`src/logic/rsa_pkg.sv`:
```
// Purpose: Shared constants and types for the rotate/subtract/skip datapath
// Assumes: 8-bit data memory byte, 8-bit accumulator
// Notes:   Operation codes are arbitrary encodings chosen for the decoder
package rsa_pkg;
	localparam int DATA_W = 8;
	localparam int BIT_SEL_W = 3;
	localparam logic [7:0] ALL_ONES = 8'hFF;
	localparam logic [7:0] ONE_BYTE = 8'h01;
	localparam logic [7:0] ZERO_BYTE = 8'h00;
	localparam int MSB = 7;
	localparam int NIB_LO_TOP = 3;
	localparam int NIB_HI_BOT = 4;
	localparam int SKIP_CYCLES = 2;
	localparam int NORMAL_CYCLES = 1;

	typedef enum logic [4:0] {
		rsa_op_nop,
		rsa_op_rotate_left_thru_carry,
		rsa_op_rotate_left_thru_carry_to_acc,
		rsa_op_rotate_right_plain,
		rsa_op_rotate_right_to_acc,
		rsa_op_rotate_right_thru_carry,
		rsa_op_rotate_right_thru_carry_to_acc,
		rsa_op_subtract_borrow_to_acc,
		rsa_op_subtract_borrow_to_mem,
		rsa_op_decrement_skip_zero,
		rsa_op_decrement_to_acc_skip_zero,
		rsa_op_increment_skip_zero,
		rsa_op_increment_to_acc_skip_zero,
		rsa_op_set_byte,
		rsa_op_set_bit,
		rsa_op_skip_bit_nonzero,
		rsa_op_subtract_to_acc,
		rsa_op_subtract_to_mem,
		rsa_op_subtract_immediate,
		rsa_op_nibble_exchange,
		rsa_op_nibble_exchange_to_acc
	} rsa_op_t;
endpackage

```
`src/logic/rsa_res_if.sv`:
```
// Purpose: Carries one combinational datapath result to the register stage
// Assumes: Single clock
// Notes:   Produced by the core, consumed by the top
`timescale 1ns/1ps
interface rsa_res_if;
	logic [7:0] result;
	logic       wr_mem;
	logic       wr_acc;
	logic       wr_carry;
	logic       carry;
	logic       wr_arith;
	logic       overflow;
	logic       zero;
	logic       aux_carry;
	logic       skip;
	modport core (output result, wr_mem, wr_acc, wr_carry, carry, wr_arith,
		overflow, zero, aux_carry, skip);
	modport top (input result, wr_mem, wr_acc, wr_carry, carry, wr_arith,
		overflow, zero, aux_carry, skip);
endinterface

```
`src/logic/rsa_core.sv`:
```
// Purpose: Combinational result, flag and skip computation
// Assumes: Operands stable for the whole machine cycle
// Notes:   No state; all storage lives in the top module
`timescale 1ns/1ps
module rsa_core (
	input  wire rsa_pkg::rsa_op_t op,         // Decoded operation
	input  wire logic [7:0]       mem_data,   // Addressed data memory byte
	input  wire logic [7:0]       acc,        // Accumulator
	input  wire logic [7:0]       imm,        // Immediate constant
	input  wire logic [2:0]       bit_sel,    // Selected bit position
	input  wire logic             carry_in,   // Current carry flag
	rsa_res_if.core               res         // Result bundle
);
	// ----------------------------------------
	// Helpers
	// ----------------------------------------
	// acc + b + cin with all four arithmetic flags
	function automatic logic [11:0] add_flags(input logic [7:0] a, input logic [7:0] b,
		input logic cin);
		logic [8:0] s;
		logic [4:0] lo;
		logic       ov;
		s  = {1'b0, a} + {1'b0, b} + {8'h00, cin};
		lo = {1'b0, a[3:0]} + {1'b0, b[3:0]} + {4'h0, cin};
		ov = (a[rsa_pkg::MSB] == b[rsa_pkg::MSB]) && (s[rsa_pkg::MSB] != a[rsa_pkg::MSB]);
		add_flags = {ov, (s[7:0] == rsa_pkg::ZERO_BYTE), lo[4], s[8], s[7:0]};
	endfunction

	logic [11:0] sum;
	logic [7:0]  inc_val;
	logic [7:0]  dec_val;
	logic [7:0]  bit_mask;

	always_comb begin
		case (op)
			rsa_pkg::rsa_op_subtract_borrow_to_acc,
			rsa_pkg::rsa_op_subtract_borrow_to_mem: begin
				sum = add_flags(acc, ~mem_data, carry_in);
			end
			rsa_pkg::rsa_op_subtract_immediate: begin
				sum = add_flags(acc, ~imm, 1'b1);
			end
			default: begin
				sum = add_flags(acc, ~mem_data, 1'b1);
			end
		endcase
	end

	assign inc_val  = mem_data + rsa_pkg::ONE_BYTE;
	assign dec_val  = mem_data - rsa_pkg::ONE_BYTE;
	assign bit_mask = rsa_pkg::ONE_BYTE << bit_sel;

	// ----------------------------------------
	// Result select
	// ----------------------------------------
	always_comb begin
		res.result    = mem_data;
		res.wr_mem    = 1'b0;
		res.wr_acc    = 1'b0;
		res.wr_carry  = 1'b0;
		res.carry     = carry_in;
		res.wr_arith  = 1'b0;
		res.overflow  = sum[11];
		res.zero      = sum[10];
		res.aux_carry = sum[9];
		res.skip      = 1'b0;
		case (op)
			rsa_pkg::rsa_op_rotate_left_thru_carry,
			rsa_pkg::rsa_op_rotate_left_thru_carry_to_acc: begin
				res.result   = {mem_data[6:0], carry_in};
				res.wr_carry = 1'b1;
				res.carry    = mem_data[rsa_pkg::MSB];
				res.wr_mem   = (op == rsa_pkg::rsa_op_rotate_left_thru_carry);
				res.wr_acc   = !res.wr_mem;
			end
			rsa_pkg::rsa_op_rotate_right_plain,
			rsa_pkg::rsa_op_rotate_right_to_acc: begin
				res.result = {mem_data[0], mem_data[7:1]};
				res.wr_mem = (op == rsa_pkg::rsa_op_rotate_right_plain);
				res.wr_acc = !res.wr_mem;
			end
			rsa_pkg::rsa_op_rotate_right_thru_carry,
			rsa_pkg::rsa_op_rotate_right_thru_carry_to_acc: begin
				res.result   = {carry_in, mem_data[7:1]};
				res.wr_carry = 1'b1;
				res.carry    = mem_data[0];
				res.wr_mem   = (op == rsa_pkg::rsa_op_rotate_right_thru_carry);
				res.wr_acc   = !res.wr_mem;
			end
			rsa_pkg::rsa_op_subtract_borrow_to_acc,
			rsa_pkg::rsa_op_subtract_to_acc,
			rsa_pkg::rsa_op_subtract_immediate: begin
				res.result   = sum[7:0];
				res.wr_acc   = 1'b1;
				res.wr_arith = 1'b1;
				res.wr_carry = 1'b1;
				res.carry    = sum[8];
			end
			rsa_pkg::rsa_op_subtract_borrow_to_mem,
			rsa_pkg::rsa_op_subtract_to_mem: begin
				res.result   = sum[7:0];
				res.wr_mem   = 1'b1;
				res.wr_arith = 1'b1;
				res.wr_carry = 1'b1;
				res.carry    = sum[8];
			end
			rsa_pkg::rsa_op_decrement_skip_zero,
			rsa_pkg::rsa_op_decrement_to_acc_skip_zero: begin
				res.result = dec_val;
				res.wr_mem = (op == rsa_pkg::rsa_op_decrement_skip_zero);
				res.wr_acc = !res.wr_mem;
				res.skip   = (dec_val == rsa_pkg::ZERO_BYTE);
			end
			rsa_pkg::rsa_op_increment_skip_zero,
			rsa_pkg::rsa_op_increment_to_acc_skip_zero: begin
				res.result = inc_val;
				res.wr_mem = (op == rsa_pkg::rsa_op_increment_skip_zero);
				res.wr_acc = !res.wr_mem;
				res.skip   = (inc_val == rsa_pkg::ZERO_BYTE);
			end
			rsa_pkg::rsa_op_set_byte: begin
				res.result = rsa_pkg::ALL_ONES;
				res.wr_mem = 1'b1;
			end
			rsa_pkg::rsa_op_set_bit: begin
				res.result = mem_data | bit_mask;
				res.wr_mem = 1'b1;
			end
			rsa_pkg::rsa_op_skip_bit_nonzero: begin
				res.skip = |(mem_data & bit_mask);
			end
			rsa_pkg::rsa_op_nibble_exchange,
			rsa_pkg::rsa_op_nibble_exchange_to_acc: begin
				res.result = {mem_data[rsa_pkg::NIB_LO_TOP:0],
					mem_data[rsa_pkg::MSB:rsa_pkg::NIB_HI_BOT]};
				res.wr_mem = (op == rsa_pkg::rsa_op_nibble_exchange);
				res.wr_acc = !res.wr_mem;
			end
			default: begin
				res.result = mem_data;
			end
		endcase
	end
endmodule // rsa_core

```
`src/logic/rsa_alu.sv`:
```
// Purpose: Rotate, subtract, set, swap and skip datapath of an 8-bit core
// Assumes: One instruction presented per machine cycle with instr_valid
// Notes:   Skip discards the prefetched instruction with one dummy cycle
`timescale 1ns/1ps
module rsa_alu #(
	parameter int DATA_W = rsa_pkg::DATA_W  // Datapath width
) (
	input  wire logic             clk,          // Machine cycle clock
	input  wire logic             rst,          // Synchronous reset, active high
	input  wire logic             instr_valid,  // Instruction present this cycle
	input  wire rsa_pkg::rsa_op_t op,           // Decoded operation
	input  wire logic [7:0]       mem_rdata,    // Addressed memory byte
	input  wire logic [7:0]       imm,          // Immediate constant
	input  wire logic [2:0]       bit_sel,      // Bit position
	output logic [7:0]            mem_wdata,    // Write-back byte
	output logic                  mem_we,       // Memory write pulse
	output logic [7:0]            acc,          // Accumulator
	output logic                  carry_flag,   // Carry flag
	output logic                  zero_flag,    // Zero flag
	output logic                  overflow_flag,// Overflow flag
	output logic                  aux_carry_flag,// Auxiliary carry flag
	output logic                  discard,      // Prefetched instruction dropped
	output logic                  busy          // Dummy cycle in progress
);
	rsa_res_if res ();
	logic take;

	// ----------------------------------------
	// Datapath
	// ----------------------------------------
	rsa_core u_core (
		.op       (op),
		.mem_data (mem_rdata),
		.acc      (acc),
		.imm      (imm),
		.bit_sel  (bit_sel),
		.carry_in (carry_flag),
		.res      (res)
	);

	// Decoder must hold off during the dummy cycle
	assign take = instr_valid && !busy;

	// ----------------------------------------
	// Memory write port
	// ----------------------------------------
	always_ff @(posedge clk) begin
		if (rst) begin
			mem_wdata <= rsa_pkg::ZERO_BYTE;
			mem_we    <= 1'b0;
		end else begin
			mem_we <= take && res.wr_mem;
			if (take && res.wr_mem) begin
				mem_wdata <= res.result;
			end
		end
	end

	// ----------------------------------------
	// Accumulator
	// ----------------------------------------
	always_ff @(posedge clk) begin
		if (rst) begin
			acc <= rsa_pkg::ZERO_BYTE;
		end else if (take && res.wr_acc) begin
			acc <= res.result;
		end
	end

	// ----------------------------------------
	// Status flags
	// ----------------------------------------
	// Set, swap and skip forms leave flags alone
	always_ff @(posedge clk) begin
		if (rst) begin
			carry_flag <= 1'b0;
		end else if (take && res.wr_carry) begin
			carry_flag <= res.carry;
		end
	end

	always_ff @(posedge clk) begin
		if (rst) begin
			zero_flag      <= 1'b0;
			overflow_flag  <= 1'b0;
			aux_carry_flag <= 1'b0;
		end else if (take && res.wr_arith) begin
			zero_flag      <= res.zero;
			overflow_flag  <= res.overflow;
			aux_carry_flag <= res.aux_carry;
		end
	end

	// ----------------------------------------
	// Skip sequencing
	// ----------------------------------------
	// One dummy cycle replaces the discarded prefetch
	always_ff @(posedge clk) begin
		if (rst) begin
			busy    <= 1'b0;
			discard <= 1'b0;
		end else begin
			busy    <= take && res.skip;
			discard <= take && res.skip;
		end
	end
endmodule // rsa_alu

```
`config.mk`:
```
export PLATFORM = sky130hd
export DESIGN_NAME = rsa_alu
export DESIGN_NICKNAME = d
export VERILOG_FILES = /design/src/logic/rsa_pkg.sv /design/src/logic/rsa_res_if.sv /design/src/logic/rsa_core.sv /design/src/logic/rsa_alu.sv
export SDC_FILE = /design/constraint.sdc
export NUM_CORES = 1
export LEC_CHECK = 0
export BUFFER_PORTS_ARGS = -buffer_cell sky130_fd_sc_hd__buf_2
export CORE_MARGIN = 2
export CORE_UTILIZATION = 45
export CTS_CLUSTER_DIAMETER = 80
export DETAILED_ROUTE_END_ITERATION = 10
export PLACE_DENSITY = 0.68
export SETUP_SLACK_MARGIN = 0.05
export SLEW_MARGIN = 20
export SYNTH_ARGS = -nofsm -noshare
export SYNTH_HDL_FRONTEND = slang
export SYNTH_SLANG_ARGS = --single-unit
```
`constraint.sdc`:
```
create_clock -name clk -period 5.1 [get_ports clk]
set_clock_uncertainty 0.1 [all_clocks]
set_input_delay 1.02 -clock clk [delete_from_list [all_inputs] [get_ports clk]]
set_output_delay 1.02 -clock clk [all_outputs]
set_load 0.03 [all_outputs]
```
==> summary.md, run 1 <==
| Metric | Value |
|---|---|
| Status | complete, no violations |
| Synthesis-to-finish area growth | 9.604% |
| Critical Path End Type | register |
| Power density relative to cell area | 179.6 nW/um^2 |
| Final hold violations | 0 |
| Clock input transition at the sequential cells of the worst setup and hold paths | 70 ps |
| Via count of the first global-routing pass | 3627 |
| Number of antenna violations at the first check in global routing | 0 |
| Detailed placement HPWL | 9007 microns |
| Total clock buffers created by CTS | 3 |
| Worst EP arrival | 4380 ps |
| Buffer cell driving the clock tree root | clkbuf_8 |
| Number of nets in the layout | 583 |
| Worst slew slack as a fraction of its limit | 0.3774 |
| Max VDD drop | 77.11 uV |
| Average footprint of a synthesized cell | 6.981 sq um |
| Int Pwr | 0.3803 mW |
| Die Height | 92.25 microns |
| Largest buffer count on any clock path | 2 |
| Via/cell ratio | 6.444 |
| CTS tree | done |
| Share of synthesized registers carrying an async set or reset | 0 |
| Number of standard cells after synthesis | 502 |
| Placed instance area | 3800 sq um |
| Synth Net Count | 554 |
| Worst-Skew Late Latency | 260 ps |
| Routed wirelength normalized by instance count | 18.44 microns |
| Count of state elements after synthesis | 22 |
| Max-capacitance violation count | 0 |
| Category of the critical setup timing path | in -> reg |
| Clock sink total | 22 |
| Horizontal extent of the die | 92.25 microns |
| Maximum number of pins on one net before global-route repair | 28 |
| Number of core rows | 32 |
| Most frequent cells in the layout | nor2_1, buf_2, a21oi_1, nand2_1, o21ai_0 |
| Net switching power | 0.3096 mW |
| Final critical path time including I/O delays and setup | 4380 ps |
| Final Util | 0.5023 |
| Net Sw Frac | 0.4487 |
| Grt peak-use layer | met2 |
| GRT Overall Usage | 0.2751 |
| Number of enable-type register cells in the synthesized netlist | 0 |
| Fmax | 228.3 MHz |
| Fraction of power consumed by sequential logic | 0.285 |
| Cell area after synthesis | 3505 sq um |
| Final cycle utilization of the critical path | 0.8589 |
| Met3 routing resource usage after global routing | 0.03615 |
| Die area | 8510 sq um |
| Distinct cell type count after synthesis | 71 |
| Class of the tightest hold or removal check | reg -> reg |
| First-pass iteration count of the detailed router | 5 |
| Leading cell type in the layout, fill and taps excluded | nor2_1 |
| Summed negative setup slack over all endpoints | 0 ps |
| Layout cell share with drive strength beyond 1 | 0.1474 |
| Detailed Route WL | 11640 microns |
| Proportion of power drawn by the clock network | 0.150 |
| Maximum fanout encountered on the critical timing path | 11 |
| LEAKAGE | 1.588 nW |
| CP required | 5100 ps |
| Overall via count from detail_route | 4066 |
| Number of I/O pins | 50 |
| Hold Slack | 395.9 ps |
| Deepest level of the CTS H-tree | 1 |
| CTS Hold Buffers Added | 0 |
| Post-CTS setup buffer count | 0 |
| Number of routed nets with antenna violations | 0 |
| Power share of the combinational group | 0.565 |
| RSZ-0062 raised after global routing | false |
| Initial DRC count | 453 |
| Starting density of the core | 0.4583 |
| Startpoint type of the worst setup path | input port |
| Slew at the pin closest to its max-slew limit | 926.8 ps |
| Count of filler cells inserted in the layout | 788 |
| Buffers on Ports | 49 |
| Design area | 3841 sq um |
| Global routing met2 resource utilization | 0.4240 |
| Final max-slew violation count | 0 |
| Endpoints failing setup | 0 |
| Antenna diode instance count | 0 |
| Top FF cell, synth | dfxtp_1 |
| Seq/Total Area, Yosys | 0.1257 |
| GR met1 Demand/Resource | 0.3955 |
| Worst slack at placement | 476.9 ps |
| Count of cells resized by post-cts repair | 0 |
| Placer congestion estimate | 1.086 |
| Final global-route overflow total | 0 |
| CORE AREA | 7647 sq um |
| Number of warnings reported in the yosys synthesis log | 0 |
| Global-route wire length before repair | 18880 microns |
| Post-route setup slack | 719.5 ps |
| Total DRC errors in the routed layout | 0 |
## synth_stat cells (all sizes together) (10+ instances only)
cell / instances / area (sq um)
a211oi: 20 / 150.1
a21oi: 35 / 175.2
clkbuf: 27 / 101.4
dfxtp: 22 / 440.4
ha: 23 / 287.8
inv: 26 / 97.59
nand2: 31 / 116.4
nand3: 18 / 90.09
nor2: 52 / 195.2
nor3: 25 / 125.1
nor4: 11 / 68.82
o21ai: 29 / 145.1
xnor2: 13 / 113.9
xor2: 10 / 87.58
## power groups by stage
| stage | registers (mW) | logic (mW) | clock network (mW) |
|---|---|---|---|
| after CTS | 0.196 | 0.382 | 0.109 |
| after global placement | 0.200 | 0.378 | 0 |
| after global routing | 0.198 | 0.429 | 0.115 |
| after detailed placement | 0.200 | 0.381 | 0 |
| after floorplan | 0.217 | 0.264 | 0 |
| final | 0.197 | 0.390 | 0.103 |
## registers in the layout, indices dropped and copies added (netlist names)
signal and cells:
mem_wdata 8, carry_flag 1, aux_carry_flag 1, busy 1, acc 8, overflow_flag 1, mem_we 1, zero_flag 1
## per-layer routing
layer	vias up	routed length, microns
met5	-	0
li1	1968	-
met4	0	341
met2	239	5020
met1	1830	5115
met3	29	1161
## kinds of logic (layout without fill, tap and decap cells)
group,after synthesis,count (layout),synth area share
AND/OR/NAND/NOR,188,188,0.2728
buffers and inverters,61,88,0.07140
adder cells (fa/ha/maj),25,25,0.09354
flip-flops,22,22,0.1257
AO/OA/AOI/OAI,173,173,0.3435
multiplexers,10,10,0.03570
XOR/XNOR,23,23,0.05748
## final cells by class
class                      count  area, sq um  share of cell area
tap                          102        127.6             0.03322
timing repair buffer          59        320.3             0.08339
sequential                    22        440.4              0.1147
clock buffer                   3        41.29             0.01075
inverter                      26        97.59             0.02541
multi-input combinational    419         2814              0.7326
## metrics by stage
step | cells | total power [mW]
after floorplan | 502 | 0.4814
after global placement | 628 | 0.5787
after detailed placement | 628 | 0.5811
after CTS | 631 | 0.6871
after global routing | 631 | 0.7412
final | 631 | 0.6899
## final timing paths
kind,start,to,slack [ps],cells past startpoint
min,mem_wdata[1],mem_wdata[1],400,2
max,mem_rdata[1],acc[7],720,11
max reg2reg,acc[0],acc[7],1320,10
min reg2reg,mem_wdata[1],mem_wdata[1],400,2
## critical path: stages
cell and delay, ps:
buf_2 210, inv_1 180, fa_1 500, a211o_1 370
and2_4 160, or4_4 600, nor4_1 470, xor2_1 230
a21oi_1 90, a221oi_1 410, a211oi_1 130
Power figures use the tool's default switching activity.
==> run 2, diff against run 1 <==
--- a/config.mk
+++ b/config.mk
@@ -10,6 +10,7 @@
 export CORE_UTILIZATION = 45
 export CTS_CLUSTER_DIAMETER = 80
 export DETAILED_ROUTE_END_ITERATION = 10
+export GPL_TIMING_DRIVEN = 0
 export PLACE_DENSITY = 0.68
 export SETUP_SLACK_MARGIN = 0.05
 export SLEW_MARGIN = 20
==> run 2 against run 1 <==
Global-route usage down 0.052 points. Largest cell class unchanged. Worst hold slack better by 4.8 ps. Critical endpoint is now zero_flag. Utilization up 1.0 points. Non-clock buffer count up 19. Sequential power about the same.
==> summary.md, run 2 (same netlist as run 1, synthesis figures left out) <==
| Metric | Value |
|---|---|
| Initial DRC count | 490 |
| Buffer cell driving the clock tree root | clkbuf_8 |
| GRT Overall Usage | 0.2746 |
| Finished Layout Cells | 651 |
| Via count of the first global-routing pass | 3668 |
| Overall via count from detail_route | 4250 |
| Register-to-Register Path Depth | 11 |
| Sink of the worst hold path | aux_carry_flag |
| Leading cell type in the layout, fill and taps excluded | nor2_1 |
| Total DRC errors in the routed layout | 0 |
| Cell Count Post-Placement | 648 |
| Layout cell share with drive strength beyond 1 | 0.1330 |
| First-pass iteration count of the detailed router | 5 |
| Startpoint of the tightest hold check path | aux_carry_flag |
| Reg-to-reg slack, setup | 1240 ps |
| Status | complete, no violations |
| Global-route wire length before repair | 18730 microns |
| Critical Path End Type | register |
| Reg-to-Reg End | zero_flag |
| Origin of the critical flop-to-flop path | acc[0] |
| Power density relative to cell area | 182.9 nW/um^2 |
| Startpoint type of the worst setup path | input port |
| Most frequent cells in the layout | nor2_1, buf_2, a21oi_1, nand2_1, o21ai_0 |
| Detailed placement HPWL | 9432 microns |
| Detailed Route WL | 11900 microns |
| Die Height | 92.25 microns |
| Total clock buffers created by CTS | 3 |
| Routed wirelength normalized by instance count | 18.28 microns |
| Post-route setup slack | 408.4 ps |
| LEAKAGE | 1.594 nW |
| Endpoints failing setup | 0 |
| Via/cell ratio | 6.528 |
| Largest registers in the final layout | acc: 8 flops, mem_wdata: 8 flops |
| Clock sink total | 22 |
| Worst slack at placement | -256.7 ps |
| Number of nets in the layout | 602 |
| Class of the tightest hold or removal check | reg -> reg |
| Fmax | 213.1 MHz |
| Clock input transition at the sequential cells of the worst setup and hold paths | 80 ps |
| Deepest level of the CTS H-tree | 1 |
| Final hold violations | 0 |
| Number of core rows | 32 |
| Count of filler cells inserted in the layout | 812 |
| Synthesis-to-finish area growth | 11.78% |
| Worst EP arrival | 4770 ps |
| Number of cells on the worst hold path | 2 |
| Final critical path time including I/O delays and setup | 4692 ps |
| Horizontal extent of the die | 92.25 microns |
| Antenna diode instance count | 0 |
| Worst slew slack as a fraction of its limit | 0.3080 |
| Slew at the pin closest to its max-slew limit | 1038 ps |
| Design area | 3918 sq um |
| Max-capacitance violation count | 0 |
| Final Util | 0.5123 |
| Post-CTS setup buffer count | 0 |
| Summed negative setup slack over all endpoints | 0 ps |
| Worst-Skew Late Latency | 260 ps |
| Final global-route overflow total | 0 |
| CTS tree | done |
| Buffers on Ports | 44 |
| Power consumption | 0.7164 mW |
| Hold Slack | 400.8 ps |
| RSZ-0062 raised after global routing | false |
| Final max-slew violation count | 0 |
| Number of routed nets with antenna violations | 0 |
| Category of the critical setup timing path | in -> reg |
| Placer congestion estimate | 0.9546 |
| Maximum fanout encountered on the critical timing path | 15 |
| CP required | 5180 ps |
| Final cycle utilization of the critical path | 0.9199 |
| Number of I/O pins | 50 |
| Maximum number of pins on one net before global-route repair | 16 |
| Largest buffer count on any clock path | 2 |
| Starting density of the core | 0.4583 |
| Max VDD drop | 104.9 uV |
| Die area | 8510 sq um |
| Number of antenna violations at the first check in global routing | 0 |
| CORE AREA | 7647 sq um |
| Placed instance area | 3852 sq um |
[run 2: changes by cell type in the layout (fill, tap and decap cells not counted)]
cell / previous run / this run
nor3_1: 25 / 24
clkbuf_8: 3 / 4
buf_1: 0 / 3
nor3_2: 0 / 1
buf_6: 0 / 2
buf_4: 10 / 1
clkbuf_2: 0 / 2
clkbuf_1: 0 / 24
buf_2: 49 / 46
nor4_2: 0 / 1
nor4_1: 11 / 10
[run 2: critical path: stages]
cell and delay, ps:
buf_2 280, inv_1 140, ha_1 270, fa_1 430
a211o_1 370, and2_4 160, or4_4 520, buf_6 150
or4b_4 500, or3_1 330, o31ai_1 80, nand4_1 220
a311oi_1 300
[run 2: power breakdown]
part | switching, mW | total [mW] | internal (mW)
registers | 0.0135 | 0.196 | 0.183
logic | 0.248 | 0.394 | 0.145
clock network | 0.0576 | 0.127 | 0.0689
total | 0.319 | 0.716 | 0.397
[run 2: layout make-up]
cell class              count  area (sq um)  area share
multi-input cells         419          2825      0.7212
inverters                  26         97.59     0.02491
repair buffers             44         220.2     0.05621
clock buffers               4         55.05     0.01405
flip-flops and latches     22         440.4      0.1124
well taps                 102         127.6     0.03258
plain buffers              34         151.4     0.03865
[run 2: how the worst max path moves through the flow]
stage,startpoint,end,slack [ps],depth (start not counted)
2_1_floorplan,mem_rdata[0],carry_flag,480,13
3_3_place_gp,mem_rdata[0],mem_wdata[7],-170,14
3_5_place_dp,mem_rdata[0],acc[7],-260,14
4_1_cts,mem_rdata[3],acc[7],230,13
5_1_grt,mem_rdata[0],carry_flag,100,13
6_report,mem_rdata[0],zero_flag,410,13
[run 2: per-layer routing]
layer  global-route usage  part of all wire  vias to the layer above
met2               0.4271              0.44                      238
li1                     -                 -                     2001
met3              0.03287             0.093                       43
met5                    0                 0                        -
met1               0.3990              0.44                     1968
met4              0.07463             0.033                        0
[run 2: timing repair]
action / CTS / global route
endpoints found under the setup margin: 2 / 4
hold buffers: 0 / 0
hold endpoints to repair: 0 / 0
resized for setup: 0 / 5
